[src/abx_cfg.svh]
// Constants for the arithmetic, logic, multiply and branch execution unit.
// Assumes it is included by the execution module only.
`ifndef ABX_CFG_SVH
`define ABX_CFG_SVH
`define ABX_OFF_CTRL 8'h00
`define ABX_OFF_OPA 8'h04
`define ABX_OFF_OPB 8'h08
`define ABX_OFF_KOFF 8'h0C
`define ABX_OFF_ZPTR 8'h10
`define ABX_OFF_PC 8'h14
`define ABX_OFF_FLAGS 8'h18
`define ABX_OFF_RESULT 8'h1C
`define ABX_OFF_STATUS 8'h20
`define ABX_OFF_IOADDR 8'h24
`define ABX_CTRL_OP 5:0
`define ABX_CTRL_SEL 8:6
`define ABX_CTRL_TWO 9
`define ABX_REL_K 11:0
`define ABX_F_C 0
`define ABX_F_Z 1
`define ABX_F_N 2
`define ABX_F_V 3
`define ABX_F_S 4
`define ABX_F_H 5
`define ABX_F_I 7
`define ABX_FLAGS_RST 8'h00
`define ABX_PC_RST 16'h0000
`define ABX_PC_STEP 16'h0001
`define ABX_PC_SKIP1 16'h0002
`define ABX_PC_SKIP2 16'h0003
`define ABX_BYTE_ALL 8'hFF
`define ABX_BIT_ONE 8'h01
`define ABX_IO_BIT_MAX 6'h1F
`define ABX_CYC_1 3'h1
`define ABX_CYC_2 3'h2
`define ABX_CYC_3 3'h3
`define ABX_CYC_4 3'h4
`endif

[src/abx_pkg.sv]
// Types shared by the execution unit and its testbench.
// Assumes the constants header is on the include path.
package abx_pkg;
  typedef enum logic [5:0] {
    OP_SUM = 6'b000000, OP_SUM_CARRY = 6'b000001, OP_DIFFERENCE = 6'b000010,
    OP_DIFFERENCE_WITH_BORROW = 6'b000011, OP_PAIR_PLUS_IMMEDIATE = 6'b000100,
    OP_PAIR_MINUS_IMMEDIATE = 6'b000101, OP_CONJUNCTION = 6'b000110,
    OP_DISJUNCTION = 6'b000111, OP_EXCLUSIVE_DISJUNCTION = 6'b001000,
    OP_CLEAR_MASK_BITS = 6'b001001, OP_MASK_BITS_SET = 6'b001010,
    OP_ZERO_SIGN_TEST = 6'b001011, OP_PRODUCT_UNSIGNED = 6'b001100,
    OP_PRODUCT_SIGNED = 6'b001101, OP_PRODUCT_MIXED_SIGN = 6'b001110,
    OP_FRACTION_PRODUCT_UNSIGNED = 6'b001111, OP_FRACTION_PRODUCT_SIGNED = 6'b010000,
    OP_FRACTION_PRODUCT_MIXED = 6'b010001, OP_RELATIVE_JUMP = 6'b010010,
    OP_INDIRECT_JUMP = 6'b010011, OP_DIRECT_JUMP = 6'b010100,
    OP_RELATIVE_INVOKE = 6'b010101, OP_INDIRECT_INVOKE = 6'b010110,
    OP_DIRECT_INVOKE = 6'b010111, OP_SUBROUTINE_EXIT = 6'b011000,
    OP_INTERRUPT_EXIT = 6'b011001, OP_EQUAL_SKIP = 6'b011010,
    OP_COMPARE_REGISTERS = 6'b011011, OP_COMPARE_WITH_BORROW = 6'b011100,
    OP_SKIP_REG_BIT_CLEAR = 6'b011101, OP_SKIP_REG_BIT_SET = 6'b011110,
    OP_SKIP_IO_BIT_CLEAR = 6'b011111, OP_SKIP_IO_BIT_SET = 6'b100000,
    OP_BRANCH_FLAG_SET = 6'b100001, OP_BRANCH_FLAG_CLEAR = 6'b100010,
    OP_BRANCH_SIGNED_GE = 6'b100011, OP_BRANCH_SIGNED_LT = 6'b100100,
    OP_BRANCH_UNSIGNED_HIGHER_SAME = 6'b100101, OP_BRANCH_UNSIGNED_LOWER = 6'b100110,
    OP_IO_BIT_SET = 6'b100111, OP_IO_BIT_CLEAR = 6'b101000
  } abx_op_e;

  typedef struct packed {
    logic [15:0] value;
    logic [7:0] flags;
    logic wr;
  } abx_alu_s;

  typedef struct packed {
    logic [15:0] pc;
    logic [2:0] cycles;
    logic push;
    logic pop;
    logic set_ie;
  } abx_flow_s;

  typedef struct packed {
    logic en;
    logic [5:0] addr;
    logic [7:0] data;
  } abx_io_s;
endpackage

[src/abx_exec.sv]
// Execution unit for arithmetic, logic, multiply, jump, invoke, skip and branch
// operations, driven by software over an Avalon-MM slave with waitrequest.
// Assumes io_rd_data is combinational I/O space data on the same clock for io_addr.
`timescale 1ns/1ps
`include "abx_cfg.svh"

module abx_exec #(
  parameter int STACK_DEPTH = 8
) (
  input wire logic clk,
  input wire logic arst_n,
  input wire logic [7:0] avs_address,
  input wire logic avs_read,
  input wire logic avs_write,
  input wire logic [31:0] avs_writedata,
  output logic [31:0] avs_readdata,
  output logic avs_waitrequest,
  output logic [5:0] io_addr,
  input wire logic [7:0] io_rd_data,
  output abx_pkg::abx_io_s io_wr
);
  localparam int SP_W = $clog2(STACK_DEPTH);

  logic [7:0] opa_lo_reg;
  logic [7:0] opa_hi_reg;
  logic [7:0] opb_reg;
  logic [15:0] koff_reg;
  logic [15:0] z_reg;
  logic [15:0] pc_reg;
  logic [7:0] flag_reg;
  logic [15:0] result_reg;
  logic result_wr_reg;
  logic [2:0] busy_reg;
  logic [2:0] last_cycles_reg;
  logic io_err_reg;
  logic [15:0] stack_mem [STACK_DEPTH];
  logic [SP_W-1:0] sp_reg;
  logic [31:0] rd_next;
  logic wr_fire;
  logic start;
  abx_pkg::abx_op_e op;
  logic [2:0] sel;
  logic two_word;
  logic io_ok;
  abx_pkg::abx_alu_s alu;
  abx_pkg::abx_flow_s flow;
  abx_pkg::abx_io_s io_next;

  // ==========================================================================
  // Datapath helpers
  function automatic abx_pkg::abx_alu_s arith8(input logic [7:0] a, input logic [7:0] b,
                                               input logic cin, input logic sub,
                                               input logic [7:0] f);
    abx_pkg::abx_alu_s o;
    logic [8:0] r;
    logic [4:0] h;
    o = '0;
    o.flags = f;
    if (sub) begin
      r = {1'b0, a} - {1'b0, b} - {8'h00, cin};
      h = {1'b0, a[3:0]} - {1'b0, b[3:0]} - {4'h0, cin};
      o.flags[`ABX_F_V] = (a[7] & ~b[7] & ~r[7]) | (~a[7] & b[7] & r[7]);
    end else begin
      r = {1'b0, a} + {1'b0, b} + {8'h00, cin};
      h = {1'b0, a[3:0]} + {1'b0, b[3:0]} + {4'h0, cin};
      o.flags[`ABX_F_V] = (a[7] & b[7] & ~r[7]) | (~a[7] & ~b[7] & r[7]);
    end
    o.value = {8'h00, r[7:0]};
    o.wr = 1'b1;
    o.flags[`ABX_F_C] = r[8];
    o.flags[`ABX_F_H] = h[4];
    o.flags[`ABX_F_Z] = (r[7:0] == 8'h00);
    o.flags[`ABX_F_N] = r[7];
    return o;
  endfunction

  function automatic abx_pkg::abx_alu_s logic8(input logic [7:0] r, input logic [7:0] f);
    abx_pkg::abx_alu_s o;
    o = '0;
    o.flags = f;
    o.value = {8'h00, r};
    o.wr = 1'b1;
    o.flags[`ABX_F_Z] = (r == 8'h00);
    o.flags[`ABX_F_N] = r[7];
    o.flags[`ABX_F_V] = 1'b0;
    return o;
  endfunction

  function automatic abx_pkg::abx_alu_s word16(input logic [15:0] a, input logic [7:0] k,
                                               input logic sub, input logic [7:0] f);
    abx_pkg::abx_alu_s o;
    logic [16:0] r;
    o = '0;
    o.flags = f;
    r = sub ? ({1'b0, a} - {9'h000, k}) : ({1'b0, a} + {9'h000, k});
    o.value = r[15:0];
    o.wr = 1'b1;
    o.flags[`ABX_F_C] = r[16];
    o.flags[`ABX_F_Z] = (r[15:0] == 16'h0000);
    o.flags[`ABX_F_N] = r[15];
    o.flags[`ABX_F_V] = sub ? (a[15] & ~r[15]) : (~a[15] & r[15]);
    o.flags[`ABX_F_S] = r[15] ^ o.flags[`ABX_F_V];
    return o;
  endfunction

  function automatic abx_pkg::abx_alu_s prod(input logic [7:0] a, input logic [7:0] b,
                                             input logic sa, input logic sb,
                                             input logic frac, input logic [7:0] f);
    abx_pkg::abx_alu_s o;
    logic signed [8:0] ea;
    logic signed [8:0] eb;
    logic signed [17:0] p;
    o = '0;
    o.flags = f;
    ea = $signed({sa & a[7], a});
    eb = $signed({sb & b[7], b});
    p = ea * eb;
    o.value = frac ? {p[14:0], 1'b0} : p[15:0];
    o.wr = 1'b1;
    o.flags[`ABX_F_C] = p[15];
    o.flags[`ABX_F_Z] = (o.value == 16'h0000);
    return o;
  endfunction

  // ==========================================================================
  // Operation decode
  assign wr_fire = avs_write & ~avs_waitrequest;
  assign start = wr_fire & (avs_address == `ABX_OFF_CTRL);
  assign op = abx_pkg::abx_op_e'(avs_writedata[`ABX_CTRL_OP]);
  assign sel = avs_writedata[`ABX_CTRL_SEL];
  assign two_word = avs_writedata[`ABX_CTRL_TWO];
  assign io_ok = (io_addr <= `ABX_IO_BIT_MAX);

  always_comb begin
    alu = '0;
    alu.flags = flag_reg;
    unique case (op)
      abx_pkg::OP_SUM: alu = arith8(opa_lo_reg, opb_reg, 1'b0, 1'b0, flag_reg);
      abx_pkg::OP_SUM_CARRY:
        alu = arith8(opa_lo_reg, opb_reg, flag_reg[`ABX_F_C], 1'b0, flag_reg);
      abx_pkg::OP_DIFFERENCE:
        alu = arith8(opa_lo_reg, opb_reg, 1'b0, 1'b1, flag_reg);
      abx_pkg::OP_DIFFERENCE_WITH_BORROW:
        alu = arith8(opa_lo_reg, opb_reg, flag_reg[`ABX_F_C], 1'b1, flag_reg);
      abx_pkg::OP_PAIR_PLUS_IMMEDIATE:
        alu = word16({opa_hi_reg, opa_lo_reg}, opb_reg, 1'b0, flag_reg);
      abx_pkg::OP_PAIR_MINUS_IMMEDIATE:
        alu = word16({opa_hi_reg, opa_lo_reg}, opb_reg, 1'b1, flag_reg);
      abx_pkg::OP_CONJUNCTION: alu = logic8(opa_lo_reg & opb_reg, flag_reg);
      abx_pkg::OP_DISJUNCTION: alu = logic8(opa_lo_reg | opb_reg, flag_reg);
      abx_pkg::OP_EXCLUSIVE_DISJUNCTION: alu = logic8(opa_lo_reg ^ opb_reg, flag_reg);
      abx_pkg::OP_CLEAR_MASK_BITS:
        alu = logic8(opa_lo_reg & (`ABX_BYTE_ALL - opb_reg), flag_reg);
      abx_pkg::OP_MASK_BITS_SET: alu = logic8(opa_lo_reg | opb_reg, flag_reg);
      abx_pkg::OP_ZERO_SIGN_TEST: begin
        alu = logic8(opa_lo_reg & opa_lo_reg, flag_reg);
        alu.wr = 1'b0;
      end
      abx_pkg::OP_PRODUCT_UNSIGNED:
        alu = prod(opa_lo_reg, opb_reg, 1'b0, 1'b0, 1'b0, flag_reg);
      abx_pkg::OP_PRODUCT_SIGNED:
        alu = prod(opa_lo_reg, opb_reg, 1'b1, 1'b1, 1'b0, flag_reg);
      abx_pkg::OP_PRODUCT_MIXED_SIGN:
        alu = prod(opa_lo_reg, opb_reg, 1'b1, 1'b0, 1'b0, flag_reg);
      abx_pkg::OP_FRACTION_PRODUCT_UNSIGNED:
        alu = prod(opa_lo_reg, opb_reg, 1'b0, 1'b0, 1'b1, flag_reg);
      abx_pkg::OP_FRACTION_PRODUCT_SIGNED:
        alu = prod(opa_lo_reg, opb_reg, 1'b1, 1'b1, 1'b1, flag_reg);
      abx_pkg::OP_FRACTION_PRODUCT_MIXED:
        alu = prod(opa_lo_reg, opb_reg, 1'b1, 1'b0, 1'b1, flag_reg);
      abx_pkg::OP_COMPARE_REGISTERS: begin
        alu = arith8(opa_lo_reg, opb_reg, 1'b0, 1'b1, flag_reg);
        alu.wr = 1'b0;
      end
      abx_pkg::OP_COMPARE_WITH_BORROW: begin
        alu = arith8(opa_lo_reg, opb_reg, flag_reg[`ABX_F_C], 1'b1, flag_reg);
        alu.wr = 1'b0;
      end
      default: alu.wr = 1'b0;
    endcase
  end

  // ==========================================================================
  // Program flow: next PC, cycle count and stack action
  logic [15:0] pc_seq;
  logic [15:0] pc_rel;
  logic [15:0] pc_skip;
  logic skip_hit;
  logic branch_hit;

  assign pc_seq = pc_reg + `ABX_PC_STEP;
  assign pc_rel = pc_reg + 16'($signed(koff_reg[`ABX_REL_K])) + `ABX_PC_STEP;
  assign pc_skip = pc_reg + (two_word ? `ABX_PC_SKIP2 : `ABX_PC_SKIP1);

  always_comb begin
    skip_hit = 1'b0;
    branch_hit = 1'b0;
    unique case (op)
      abx_pkg::OP_EQUAL_SKIP: skip_hit = (opa_lo_reg == opb_reg);
      abx_pkg::OP_SKIP_REG_BIT_CLEAR: skip_hit = ~opb_reg[sel];
      abx_pkg::OP_SKIP_REG_BIT_SET: skip_hit = opb_reg[sel];
      abx_pkg::OP_SKIP_IO_BIT_CLEAR: skip_hit = io_ok & ~io_rd_data[sel];
      abx_pkg::OP_SKIP_IO_BIT_SET: skip_hit = io_ok & io_rd_data[sel];
      abx_pkg::OP_BRANCH_FLAG_SET: branch_hit = flag_reg[sel];
      abx_pkg::OP_BRANCH_FLAG_CLEAR: branch_hit = ~flag_reg[sel];
      abx_pkg::OP_BRANCH_SIGNED_GE:
        branch_hit = ~(flag_reg[`ABX_F_N] ^ flag_reg[`ABX_F_V]);
      abx_pkg::OP_BRANCH_SIGNED_LT:
        branch_hit = flag_reg[`ABX_F_N] ^ flag_reg[`ABX_F_V];
      abx_pkg::OP_BRANCH_UNSIGNED_HIGHER_SAME: branch_hit = ~flag_reg[`ABX_F_C];
      abx_pkg::OP_BRANCH_UNSIGNED_LOWER: branch_hit = flag_reg[`ABX_F_C];
      default: skip_hit = 1'b0;
    endcase
  end

  always_comb begin
    flow = '0;
    flow.pc = pc_seq;
    flow.cycles = `ABX_CYC_1;
    unique case (op)
      abx_pkg::OP_PAIR_PLUS_IMMEDIATE, abx_pkg::OP_PAIR_MINUS_IMMEDIATE,
      abx_pkg::OP_PRODUCT_UNSIGNED, abx_pkg::OP_PRODUCT_SIGNED, abx_pkg::OP_PRODUCT_MIXED_SIGN,
      abx_pkg::OP_FRACTION_PRODUCT_UNSIGNED, abx_pkg::OP_FRACTION_PRODUCT_SIGNED,
      abx_pkg::OP_FRACTION_PRODUCT_MIXED: flow.cycles = `ABX_CYC_2;
      abx_pkg::OP_RELATIVE_JUMP: begin
        flow.pc = pc_rel;
        flow.cycles = `ABX_CYC_2;
      end
      abx_pkg::OP_INDIRECT_JUMP: begin
        flow.pc = z_reg;
        flow.cycles = `ABX_CYC_2;
      end
      abx_pkg::OP_DIRECT_JUMP: begin
        flow.pc = koff_reg;
        flow.cycles = `ABX_CYC_3;
      end
      abx_pkg::OP_RELATIVE_INVOKE: begin
        flow.pc = pc_rel;
        flow.cycles = `ABX_CYC_3;
        flow.push = 1'b1;
      end
      abx_pkg::OP_INDIRECT_INVOKE: begin
        flow.pc = z_reg;
        flow.cycles = `ABX_CYC_3;
        flow.push = 1'b1;
      end
      abx_pkg::OP_DIRECT_INVOKE: begin
        flow.pc = koff_reg;
        flow.cycles = `ABX_CYC_4;
        flow.push = 1'b1;
      end
      abx_pkg::OP_SUBROUTINE_EXIT, abx_pkg::OP_INTERRUPT_EXIT: begin
        flow.pc = stack_mem[sp_reg - SP_W'(1)];
        flow.cycles = `ABX_CYC_4;
        flow.pop = 1'b1;
        flow.set_ie = (op == abx_pkg::OP_INTERRUPT_EXIT);
      end
      abx_pkg::OP_EQUAL_SKIP, abx_pkg::OP_SKIP_REG_BIT_CLEAR, abx_pkg::OP_SKIP_REG_BIT_SET,
      abx_pkg::OP_SKIP_IO_BIT_CLEAR, abx_pkg::OP_SKIP_IO_BIT_SET: begin
        if (skip_hit) begin
          flow.pc = pc_skip;
          flow.cycles = two_word ? `ABX_CYC_3 : `ABX_CYC_2;
        end
      end
      abx_pkg::OP_BRANCH_FLAG_SET, abx_pkg::OP_BRANCH_FLAG_CLEAR,
      abx_pkg::OP_BRANCH_SIGNED_GE, abx_pkg::OP_BRANCH_SIGNED_LT,
      abx_pkg::OP_BRANCH_UNSIGNED_HIGHER_SAME, abx_pkg::OP_BRANCH_UNSIGNED_LOWER: begin
        if (branch_hit) begin
          flow.pc = pc_rel;
          flow.cycles = `ABX_CYC_2;
        end
      end
      default: flow.cycles = `ABX_CYC_1;
    endcase
  end

  // Single-bit I/O writes return the whole byte as read, so set flags of the
  // write-one-to-clear kind are written back as one and get cleared.
  always_comb begin
    io_next = '0;
    io_next.addr = io_addr;
    if (op == abx_pkg::OP_IO_BIT_SET) begin
      io_next.en = io_ok;
      io_next.data = io_rd_data | (`ABX_BIT_ONE << sel);
    end else if (op == abx_pkg::OP_IO_BIT_CLEAR) begin
      io_next.en = io_ok;
      io_next.data = io_rd_data & ~(`ABX_BIT_ONE << sel);
    end
  end

  // ==========================================================================
  // Architectural state
  always_ff @(posedge clk or negedge arst_n) begin
    if (!arst_n) begin
      pc_reg <= `ABX_PC_RST;
    end else if (start) begin
      pc_reg <= flow.pc;
    end else if (wr_fire && avs_address == `ABX_OFF_PC) begin
      pc_reg <= avs_writedata[15:0];
    end
  end

  always_ff @(posedge clk or negedge arst_n) begin
    if (!arst_n) begin
      flag_reg <= `ABX_FLAGS_RST;
    end else if (start) begin
      flag_reg <= alu.flags;
      if (flow.set_ie) begin
        flag_reg[`ABX_F_I] <= 1'b1;
      end
    end else if (wr_fire && avs_address == `ABX_OFF_FLAGS) begin
      flag_reg <= avs_writedata[7:0];
    end
  end

  always_ff @(posedge clk or negedge arst_n) begin
    if (!arst_n) begin
      result_reg <= 16'h0000;
      result_wr_reg <= 1'b0;
    end else if (start) begin
      result_wr_reg <= alu.wr;
      if (alu.wr) begin
        result_reg <= alu.value;
      end
    end
  end

  always_ff @(posedge clk or negedge arst_n) begin
    if (!arst_n) begin
      opa_lo_reg <= 8'h00;
      opa_hi_reg <= 8'h00;
      opb_reg <= 8'h00;
      koff_reg <= 16'h0000;
      z_reg <= 16'h0000;
      io_addr <= 6'h00;
    end else if (wr_fire) begin
      unique case (avs_address)
        `ABX_OFF_OPA: {opa_hi_reg, opa_lo_reg} <= avs_writedata[15:0];
        `ABX_OFF_OPB: opb_reg <= avs_writedata[7:0];
        `ABX_OFF_KOFF: koff_reg <= avs_writedata[15:0];
        `ABX_OFF_ZPTR: z_reg <= avs_writedata[15:0];
        `ABX_OFF_IOADDR: io_addr <= avs_writedata[5:0];
        default: io_addr <= io_addr;
      endcase
    end
  end

  always_ff @(posedge clk) begin
    if (start && flow.push) begin
      stack_mem[sp_reg] <= (op == abx_pkg::OP_DIRECT_INVOKE) ? pc_reg + `ABX_PC_SKIP1 : pc_seq;
    end
  end

  always_ff @(posedge clk or negedge arst_n) begin
    if (!arst_n) begin
      sp_reg <= '0;
    end else if (start && flow.push) begin
      sp_reg <= sp_reg + SP_W'(1);
    end else if (start && flow.pop) begin
      sp_reg <= sp_reg - SP_W'(1);
    end
  end

  always_ff @(posedge clk or negedge arst_n) begin
    if (!arst_n) begin
      io_wr <= '0;
      io_err_reg <= 1'b0;
    end else begin
      io_wr <= start ? io_next : '0;
      if (start) begin
        io_err_reg <= ~io_ok & (op == abx_pkg::OP_IO_BIT_SET || op == abx_pkg::OP_IO_BIT_CLEAR ||
                                op == abx_pkg::OP_SKIP_IO_BIT_CLEAR ||
                                op == abx_pkg::OP_SKIP_IO_BIT_SET);
      end
    end
  end

  // Busy holds off the bus for the remaining cycles of a multi-cycle operation.
  always_ff @(posedge clk or negedge arst_n) begin
    if (!arst_n) begin
      busy_reg <= 3'h0;
      last_cycles_reg <= 3'h0;
    end else if (start) begin
      busy_reg <= flow.cycles - `ABX_CYC_1;
      last_cycles_reg <= flow.cycles;
    end else if (busy_reg != 3'h0) begin
      busy_reg <= busy_reg - 3'h1;
    end
  end

  // ==========================================================================
  // Avalon-MM slave
  always_comb begin
    rd_next = 32'h0000_0000;
    unique case (avs_address)
      `ABX_OFF_OPA: rd_next = {16'h0000, opa_hi_reg, opa_lo_reg};
      `ABX_OFF_OPB: rd_next = {24'h00_0000, opb_reg};
      `ABX_OFF_KOFF: rd_next = {16'h0000, koff_reg};
      `ABX_OFF_ZPTR: rd_next = {16'h0000, z_reg};
      `ABX_OFF_PC: rd_next = {16'h0000, pc_reg};
      `ABX_OFF_FLAGS: rd_next = {24'h00_0000, flag_reg};
      `ABX_OFF_RESULT: rd_next = {15'h0000, result_wr_reg, result_reg};
      `ABX_OFF_STATUS: rd_next = {20'h0_0000, 1'b0, last_cycles_reg, 3'h0, io_err_reg,
                                  4'h0};
      `ABX_OFF_IOADDR: rd_next = {26'h000_0000, io_addr};
      default: rd_next = 32'h0000_0000;
    endcase
  end

  always_ff @(posedge clk or negedge arst_n) begin
    if (!arst_n) begin
      avs_waitrequest <= 1'b1;
    end else if (!avs_waitrequest) begin
      avs_waitrequest <= 1'b1;
    end else if ((avs_read || avs_write) && busy_reg == 3'h0) begin
      avs_waitrequest <= 1'b0;
    end
  end

  always_ff @(posedge clk or negedge arst_n) begin
    if (!arst_n) begin
      avs_readdata <= 32'h0000_0000;
    end else if (avs_read && avs_waitrequest && busy_reg == 3'h0) begin
      avs_readdata <= rd_next;
    end
  end
endmodule

[config.mk]
export PLATFORM = sky130hd
export DESIGN_NAME = abx_exec
export DESIGN_NICKNAME = d
export VERILOG_FILES = /design/src/abx_pkg.sv /design/src/abx_exec.sv
export VERILOG_INCLUDE_DIRS = /design/src
export SDC_FILE = /design/constraint.sdc
export NUM_CORES = 1
export LEC_CHECK = 0
export ABC_AREA = 1
export BUFFER_PORTS_ARGS = -buffer_cell sky130_fd_sc_hd__buf_2
export CORE_MARGIN = 2
export CORE_UTILIZATION = 36
export DETAILED_ROUTE_END_ITERATION = 12
export GPL_TIMING_DRIVEN = 0
export PLACE_DENSITY_LB_ADDON = 0.25
export SYNTH_ARGS = -nofsm -noshare
export SYNTH_HDL_FRONTEND = slang
export SYNTH_SLANG_ARGS = --single-unit
[constraint.sdc]
create_clock -name clk -period 8.5 [get_ports clk]
set_input_delay 1.7 -clock clk [delete_from_list [all_inputs] [get_ports clk]]
set_output_delay 1.7 -clock clk [all_outputs]
set_load 0.05 [all_outputs]
# --- Word level (Yosys, flattened, before mapping) ---
# Memory sizes are Yosys's and may differ from the RTL's.
# Index checks and enable logic that the tools add are counted.
totals:
  input_bits: 52
  output_inout_bits: 54
  reg_bits: 161
  elab_cells: 284
  mem_count: 1
  ramBits: 128
memory_table:
  columns: ["name", "words", "word_bits", "rd", "rd_clocked_by_memory_dff", "write_ports", "line", "text"]
  rows:
  - ["stack_mem", 8, 16, 1, 0, 1, "abx_exec.sv:36", "logic [15:0] stack_mem [STACK_DEPTH];"]
op_classes:
  multipliers: 3
  magnitude_cmp: 2
  n_mux: 44
  n_shift: 1
  n_bitwise: 50
  eq_ne: 75
  n_reduce_logical: 63
  n_addsub: 20
ops:
  columns: ["cell", "count"]
  rows:
  - ["$pmux W24 S19", 1]
  - ["$pmux W17 S9", 1]
  - ["$eq A6 B5 Y1 const B", 16]
  - ["$logic_not A8 Y1", 12]
  - ["$pmux W16 S6", 1]
  - ["$logic_not A16 Y1", 5]
  - ["$eq A6 B6 Y1 const B", 9]
  - ["$mux W9", 6]
  - ["$eq A6 B4 Y1 const B", 8]
  - ["$mux W16", 3]
  - ["$logic_not A15 Y1", 3]
  - ["$mux W19", 2]
  - ["$ne A2 B2 Y1 const B", 19]
  - ["$add A16 B1 Y16 const B", 2]
  - ["$and A8 B8 Y8", 4]
  - ["$eq A8 B5 Y1 const B", 4]
  - ["$mul A8 B8 Y16", 2]
  - ["$mux W8", 4]
  - ["$eq A6 B3 Y1 const B", 4]
  - ["$ne A20 B2 Y1 const B", 1]
  - ["$and A1 B1 Y1", 19]
  - ["$reduce_and A19 Y1", 1]
  - ["$reduce_and A2 Y1", 9]
  - ["$add A16 B8 Y17", 1]
  - ["other kinds (59)", 121]

# --- Depth between registers and ports, before layout ---
# Gate-level depths: netlist (run 1).
depth:
  word_depth: 9
  ltp_mapped: 31
  depth_no_buf: 30

# --- Least setup slack after synthesis (run 1) ---
# No wires, ideal clock.
synth_path:
  path_type: "register to register"
  startpoint: "reg opa_lo_reg[7]"
  endpoint: "reg flag_reg[1]"
  synth_period_minus_slack_ns: 5.000
  path_slack_ns: 3.500
  setup_time_ns: 0.077
  t_required_ns: 8.423
  path_buffers: 2
  path_stages_with_launch: 26
  arrival_time_ns: 4.922
  cell_sequence: "dfrtp_1 > clkbuf_1 > buf_1 > nand2_1 > fa_1 > inv_1 > fa_1 > inv_1 > fa_1 > fa_1 > inv_1 > ha_1 > a21o_1 > nor2_1 > nand2_1 > nor2_1 > inv_1 > nand2_1 > nand3_1 > nor2_1 > nand4_1 > nand3_1 > nor2_1 > nand3_1 > nand2_1 > a21oi_1"
synth_between:
  elab_chain_cells: 6
  elab_cells_between_ends: 41
  classes_between: "add/sub: 6; mul: 3; mux: 8; bitwise: 5; reduce/logical: 19"
synth_rtl:
  columns: ["item", "line", "text"]
  rows:
  - ["start: declaration", "abx_exec.sv:24", "logic [7:0] opa_lo_reg;"]
  - ["start signal: assignment", "abx_exec.sv:338", "`ABX_OFF_OPA: {opa_hi_reg, opa_lo_reg} <= avs_writedata[15:0];"]
  - ["parallel branches: the longest is 4 deep, another holds $mul A8 B9 Y16", null, null]
  - ["$pmux W24 S19 (*)", "abx_exec.sv:137", "unique case (op)"]
  - ["$mux W8 (*)", "abx_exec.sv:306", "end else if (start) begin"]
  - ["end signal: assignment", "abx_exec.sv:305", "flag_reg <= `ABX_FLAGS_RST;"]
  - ["end signal: assignment", "abx_exec.sv:307", "flag_reg <= alu.flags;"]
  - ["end signal: assignment", "abx_exec.sv:312", "flag_reg <= avs_writedata[7:0];"]
  - ["end: declaration", "abx_exec.sv:30", "logic [7:0] flag_reg;"]
# Mark *: on every way between the ends. The select of a mux whose other input is x is not followed.
# A chain may end at the register's enable or synchronous reset.

# --- Worst setup path after layout (run 1) ---
# Same ends and word-level chain as after synthesis.

==> results by group, run 1 <==
Timing
  • Final setup fails: 0
  • Slew headroom: 0.105
  • Post-layout min period: 6.77 ns
  • Worst hold slack: 0.484 ns
  • RSZ-0062 raised after global routing: false
  • Final Max Tran Viols: 0
  • FMAX: 148 MHz
  • Final period util: 0.796
  • Clk_skew: 0.0147 ns
  • Least-Margin Pin Slew: 1.34 ns
  • Final Hold Viols: 0
  • Setup TNS: 0 ns

Floorplan
  • Die H: 265 um
  • Die area: 70300 sq um
  • Die width: 265 um
  • Cell row count: 95
  • Initial core utilization: 0.364
  • # IOs: 106
  • Core Area: 67400 sq um

Global route
  • Grt total ovfl: 0
  • Initial antenna violation count: 2
  • Largest net degree at the start of global routing: 91
  • Vias in the first global route: 22807
  • Global-route wire length before repair: 145000 um
  • Gr usage total: 0.274

Route
  • Routed vias: 23881
  • Via density: 5.50
  • Antenna Violating Nets Remaining: 0
  • DRT iter0 DRCs: 2693
  • WL per Instance: 22.6 um
  • Drc violations: 0
  • Total wire length: 98000 um
  • Pre-antenna DRT Iters: 12

Placement
  • RePlAce Congestion: 1.07
  • Placed wire-length estimate: 79300 um
  • Post-placement cell area: 26300 sq um
  • Placed cell count: 4285
  • PortBufs: 74

Finish
  • Layout fillers: 7112
  • Final nets: 3768
  • Biggest regs: stack_mem: 128 flops, avs_readdata: 17 flops
  • Max reg flops: 128
  • Most frequent cells in the layout: nand2_1, inv_1, nor2_1, o21ai_0, nand3_1
  • Finished Cell Area: 27200 sq um
  • Area Growth Syn to Fin: 10.9%
  • Commonest non-fill, non-tap cell in the layout: nand2_1
  • Non-Filler Instances: 4339
  • Reg with most FFs: stack_mem
  • Layout cell share with drive strength beyond 1: 0.0678
  • Antenna fix cells: 0

Critical path
  • Crit start category: flip-flop
  • Slowest stage delay, CP: 0.71 ns
  • CP max-delay cell: clkbuf_1
  • CP Max Fanout: 10
  • Worst Path Buf+Inv: 5
  • Flop2flop setup slack: 1.73 ns
  • Critical Path AT: 7.28 ns
  • Critical path cell sequence: clkbuf_1 -> buf_1 -> nand2_1 -> inv_1 -> fa_1 -> fa_1 -> fa_1 -> inv_1 -> fa_1 -> inv_1 -> ha_1 -> nand2_1 -> nand2_1 -> nand2_1 -> nand3_1 -> xnor2_1 -> nand2_1 -> nor2_1 -> nand4_1 -> nand3_1 -> nor2_1 -> nand3_1 -> nand2_1 -> a21oi_1
  • Kind of critical path: reg -> reg
  • Cell mode on critical path: nand2_1
  • Worst EP required: 9.01 ns
  • Worst setup EP type: flip-flop
  • CP delay by family, top: adder cells

Clocking
  • H-tree Lvls: 1
  • Hold buffers post-CTS: 0
  • Insertion delay to the later sink of the worst-skew pair: 0.59 ns
  • Clock transition at the registers of the reported paths: 0.07 ns
  • CTS max path bufs: 3
  • # Post-CTS Setup Buffers: 0
  • Clk sinks: 274
  • Cts bufs inserted: 29
  • Root Driver: clkbuf_16
  • Post_cts resized: 0
  • CTS tree: done

Logic synthesis
  • Sequential-to-total area share from yosys stat: 0.305
  • Most frequently used flop master after synthesis: dfrtp_1
  • Distinct cells, synth: 57
  • Async SR Flop Fraction: 0.533
  • Post-synthesis register bit count: 274
  • Instance count of the mapped netlist: 3311
  • Syn_area_per_cell: 7.41 sq um
  • Number of flops mapped to enable cells by yosys: 128
  • Synth Cell Area: 24500 sq um
  • Synthesis warning total: 0

Power and ir drop
  • Power Density: 125 nW/um^2
  • Total leakage power: 0.0133 uW
  • Maximum vdd ir drop: 0.174 mV

Min path
  • Worst hold path class: reg -> reg

Job
  • Max-cap violations: 0

Run status
  • Outcome: finished, final reports clean
-- per-layer routing --
| metal | vias to the layer above | GRT usage | wire length (um) |
|---|---|---|---|
| met5 | - | 0 | 27 |
| met4 | 4 | 0.0948 | 3960 |
| met1 | 11434 | 0.375 | 41500 |
| met2 | 1183 | 0.432 | 43400 |
| li1 | 11044 | - | - |
| met3 | 216 | 0.0552 | 9110 |
-- worst register-to-register path, stage by stage (launching register included) --
cell and delay (ns):
dfrtp_1 0.53, clkbuf_1 0.71, buf_1 0.54, nand2_1 0.21
inv_1 0.18, fa_1 0.49, fa_1 0.52, fa_1 0.54
inv_1 0.05, fa_1 0.48, inv_1 0.04, ha_1 0.38
nand2_1 0.12, nand2_1 0.06, nand2_1 0.07, nand3_1 0.10
xnor2_1 0.58, nand2_1 0.10, nor2_1 0.15, nand4_1 0.19
nand3_1 0.22, nor2_1 0.08, nand3_1 0.12, nand2_1 0.10
a21oi_1 0.13
-- cell usage after synthesis, drive strengths merged, types with 6 or more instances --
cell     instances  area [sq um]
nand4           55           344
a22oi           11          82.6
buf             43           273
o41ai           10          87.6
fa             120          2400
a211oi           6          45.0
xnor2           26           246
o221a            8          90.1
dfrtp          145          3630
clkbuf          70           263
a21oi          115           576
o21bai           6          45.0
nor2           354          1390
ha             153          1910
xor2            53           464
or2              6          37.5
nand2          756          2840
edfxtp         128          3840
nor3            53           275
nand3          169           856
a221oi          18           158
o221ai          22           193
o211ai          18           135
a21o             6          45.0
inv            587          2210
nor4            13          81.3
o22ai           65           407
o21ai          247          1240
nand3b          13          97.6
o2111ai          8          70.1
-- through the flow --
| stage | total power (uW) | util | setup slack, ns |
|---|---|---|---|
| after global placement | 2100 | 0.387 | 1.68 |
| after floorplan | 1880 | - | 3.50 |
| final | 3390 | 0.404 | 1.73 |
| after CTS | 3380 | 0.404 | 1.92 |
| after global routing | 3510 | 0.404 | 1.46 |
| after detailed placement | 2100 | 0.390 | 1.96 |
-- power breakdown --
part | total [uW] | leakage (uW) | switching, uW | internal [uW]
registers | 1460 | 0.00303 | 35.4 | 1430
clock network | 1300 | 0.000450 | 587 | 709
logic | 633 | 0.00979 | 462 | 171
total | 3390 | 0.0133 | 1080 | 2310
-- path summary, 6_finish.rpt --
| kind | startpoint | endpoint | depth (start not counted) |
|---|---|---|---|
| worst min register to register | avs_readdata[12] | avs_readdata[12] | 2 |
| worst max-delay path | opa_lo_reg[7] | flag_reg[1] | 24 |
| worst max register to register | opa_lo_reg[7] | flag_reg[1] | 24 |
| max in group asynchronous | arst_n | result_reg[13] | 2 |
| worst min-delay path | avs_readdata[12] | avs_readdata[12] | 2 |
| min in group asynchronous | arst_n | io_wr[5] | 1 |
-- kinds of logic (layout without fill, tap and decap cells) --
logic type               count (synthesis)  in the layout  synth area share
AO/OA/AOI/OAI                          560            560             0.136
XOR/XNOR                                79             79            0.0289
adder cells (fa/ha/maj)                273            273             0.176
buffers and inverters                  704            845             0.112
AND/OR/NAND/NOR                       1420           1420             0.242
other                                    1             15          0.000153
flip-flops                             274            274             0.305
-- final cells by class --
cell class                 instances  area, sq um  share of cell area
tap                              873         1090              0.0401
clock inverter                    19          191             0.00703
buffer                           113          536              0.0197
timing repair buffer              87          547              0.0201
inverter                         591         2220              0.0816
sequential                       274         7500               0.275
multi-input combinational       2347        14400               0.528
clock buffer                      35          758              0.0278
Note: power is estimated with default switching activity, not from simulation.
==> inputs of run 2 (changes only) <==
==> constraint.sdc (replaced) <==
create_clock -name clk -period 6.8 [get_ports clk]
set_input_delay 1.36 -clock clk [delete_from_list [all_inputs] [get_ports clk]]
set_output_delay 1.36 -clock clk [all_outputs]
set_load 0.05 [all_outputs]
==> run 2 against run 1 <==
Compared with the run above: fmax increased by 4.7%; largest power group unchanged; register-to-register slack got worse by 1.4 ns; global-route usage unchanged; non-clock buffer count unchanged; worst hold slack about the same; worst setup slack got worse by 1.4 ns; via count increased by 0.11%; critical path depth unchanged.
==> results by group, run 2 (synthesis gave the netlist of run 1 again) <==
Placement
  • Placed wire-length estimate: 79300 um (unchanged)
  • RePlAce Congestion: 1.07 (unchanged)
  • PortBufs: 74 (unchanged)
  • Pre-CTS setup slack: 0.257 ns (-1.70 ns)

Global route
  • Largest net degree at the start of global routing: 91 (unchanged)
  • Gr usage total: 0.274 (unchanged)
  • Grt total ovfl: 0 (unchanged)
  • Global-route wire length before repair: 145000 um (unchanged)
  • Initial antenna violation count: 2 (unchanged)
  • Vias in the first global route: 22807 (unchanged)

Critical path
  • Crit path depth: 24 (unchanged)
  • FF-to-FF path depth: 24 (unchanged)
  • Flop2flop setup slack: 0.34 ns (-1.40 ns)
  • Slowest stage delay, CP: 0.58 ns (-0.13 ns)
  • Kind of critical path: reg -> reg
  • CP Max Fanout: 10 (unchanged)
  • CP delay by family, top: adder cells
  • Worst setup EP type: flip-flop
  • Worst EP required: 7.31 ns (-1.70 ns)
  • Critical Path AT: 6.97 ns (-0.31 ns)
  • Critical path cell sequence: clkbuf_2 -> buf_1 -> nand2_1 -> inv_1 -> fa_1 -> fa_1 -> fa_1 -> inv_1 -> fa_1 -> inv_1 -> ha_1 -> nand2_1 -> nand2_1 -> nand2_1 -> nand3_1 -> xnor2_1 -> nand2_1 -> nor2_1 -> nand4_1 -> nand3_1 -> nor2_1 -> nand3_1 -> nand2_1 -> a21oi_1
  • Cell mode on critical path: nand2_1
  • Crit start category: flip-flop
  • Worst Path Buf+Inv: 5 (unchanged)
  • CP max-delay cell: xnor2_1

Route
  • Antenna Violating Nets Remaining: 0 (unchanged)
  • Pre-antenna DRT Iters: 8 (-4)
  • Via density: 5.51 (+0.11%)
  • DRT iter0 DRCs: 2668 (-0.93%)
  • Drc violations: 0 (unchanged)
  • WL met1: 41600 um (+0.24%)
  • WL met2: 43300 um (-0.12%)
  • Total wire length: 98000 um (about the same)
  • WL per Instance: 22.6 um (about the same)
  • WL met3: 9010 um (-1.1%)
  • Routed vias: 23907 (+0.11%)
  • Max layer used: met5

Timing
  • Clk_skew: 0.0151 ns (+0.000374 ns)
  • Final Hold Viols: 0 (unchanged)
  • Final setup fails: 0 (unchanged)
  • RSZ-0062 raised after global routing: false
  • FMAX: 155 MHz (+4.7%)
  • Post-layout min period: 6.46 ns (-0.304 ns)
  • Setup TNS: 0 ns (unchanged)
  • Final Max Tran Viols: 0 (unchanged)
  • Final period util: 0.950 (+0.154)
  • Final WS setup: 0.339 ns (-1.40 ns)
  • Slew headroom: 0.116 (+0.0113)
  • Least-Margin Pin Slew: 1.32 ns (-0.0169 ns)

Power and ir drop
  • Total leakage power: 0.0133 uW (about the same)
  • Power Total: 4240 uW (+25%)
  • Power Density: 156 nW/um^2 (+25%)
  • Maximum vdd ir drop: 0.218 mV (+25%)

Finish
  • Antenna fix cells: 0 (unchanged)
  • Commonest non-fill, non-tap cell in the layout: nand2_1
  • Final nets: 3768 (unchanged)
  • Layout cell share with drive strength beyond 1: 0.0681 (+0.000289)
  • Area Growth Syn to Fin: 10.9% (about the same)
  • Biggest regs: stack_mem: 128 flops, avs_readdata: 17 flops
  • Layout fillers: 7112 (unchanged)
  • Reg with most FFs: stack_mem
  • Max reg flops: 128 (unchanged)
  • Most frequent cells in the layout: nand2_1, inv_1, nor2_1, o21ai_0, nand3_1

Clocking
  • Hold buffers post-CTS: 0 (unchanged)
  • Root Driver: clkbuf_16
  • Insertion delay to the later sink of the worst-skew pair: 0.59 ns (about the same)
  • # Post-CTS Setup Buffers: 0 (unchanged)
  • CTS max path bufs: 3 (unchanged)
  • H-tree Lvls: 1 (unchanged)
  • CTS tree: done
  • Cts bufs inserted: 29 (unchanged)
  • Clk sinks: 274 (unchanged)
  • Clock transition at the registers of the reported paths: 0.07 ns (about the same)

Floorplan
  • Die H: 265 um (unchanged)
  • Die area: 70300 sq um (unchanged)
  • Initial core utilization: 0.364 (unchanged)
  • # IOs: 106 (unchanged)
  • Core Area: 67400 sq um (unchanged)
  • Cell row count: 95 (unchanged)
  • Die width: 265 um (unchanged)

Min path
  • WHS Path Cells: 2 (unchanged)
  • Worst hold path class: reg -> reg

Job
  • Max-cap violations: 0 (unchanged)

Run status
  • Outcome: finished, final reports clean
==> run 2: final timing paths <==
| kind | endpoint | startpoint |
|---|---|---|
| max | flag_reg[1] | opa_lo_reg[7] |
| min | avs_readdata[12] | avs_readdata[12] |
| max reg2reg | flag_reg[1] | opa_lo_reg[7] |
| min reg2reg | avs_readdata[12] | avs_readdata[12] |
| max in group asynchronous | result_reg[13] | arst_n |
| min in group asynchronous | io_wr[5] | arst_n |
==> run 2: metrics by stage <==
stage	util	hold slack, ns	instances	instance area [sq um]
floorplan	-	0.449	3325	24600
global placement	0.387	0.467	4272	26100
CTS	0.404	0.489	4339	27200
finish	0.404	0.484	4339	27200
global route	0.404	0.508	4339	27200
detailed placement	0.390	0.471	4285	26300
==> run 2: repair_timing <==
action                                 4_1_cts  5_1_grt
endpoints found under the hold margin        0        0
setup endpoints to repair                    0        3
resized for setup                            0        2
==> run 2: per-layer routing <==
layer  track usage  up-vias
met3        0.0552      226
met2         0.432     1169
li1              -    11048
met5             0        -
met4        0.0948        4
met1         0.375    11460
==> run 2: worst min-delay path, delay by kind of cell, from the launching register on <==
kind	cells	cell delay, ns
and+or+nand+nor	1	0.05
AOI/OAI and AO/OA	1	0.06
DFF	1	0.34
==> run 2: power breakdown <==
group	switching, uW	internal (uW)
registers	44.1	1790
clock network	735	886
logic	576	213
==> run 2: final cells by class <==
class	count	area [sq um]	area share
Buffer	113	537	0.0197
Clock buffer	35	758	0.0278
Clock inverter	19	191	0.00703
Inverter	591	2220	0.0816
Multi-Input combinational cell	2347	14400	0.528
Sequential cell	274	7500	0.275
Tap cell	873	1090	0.0401
Timing Repair Buffer	87	547	0.0201
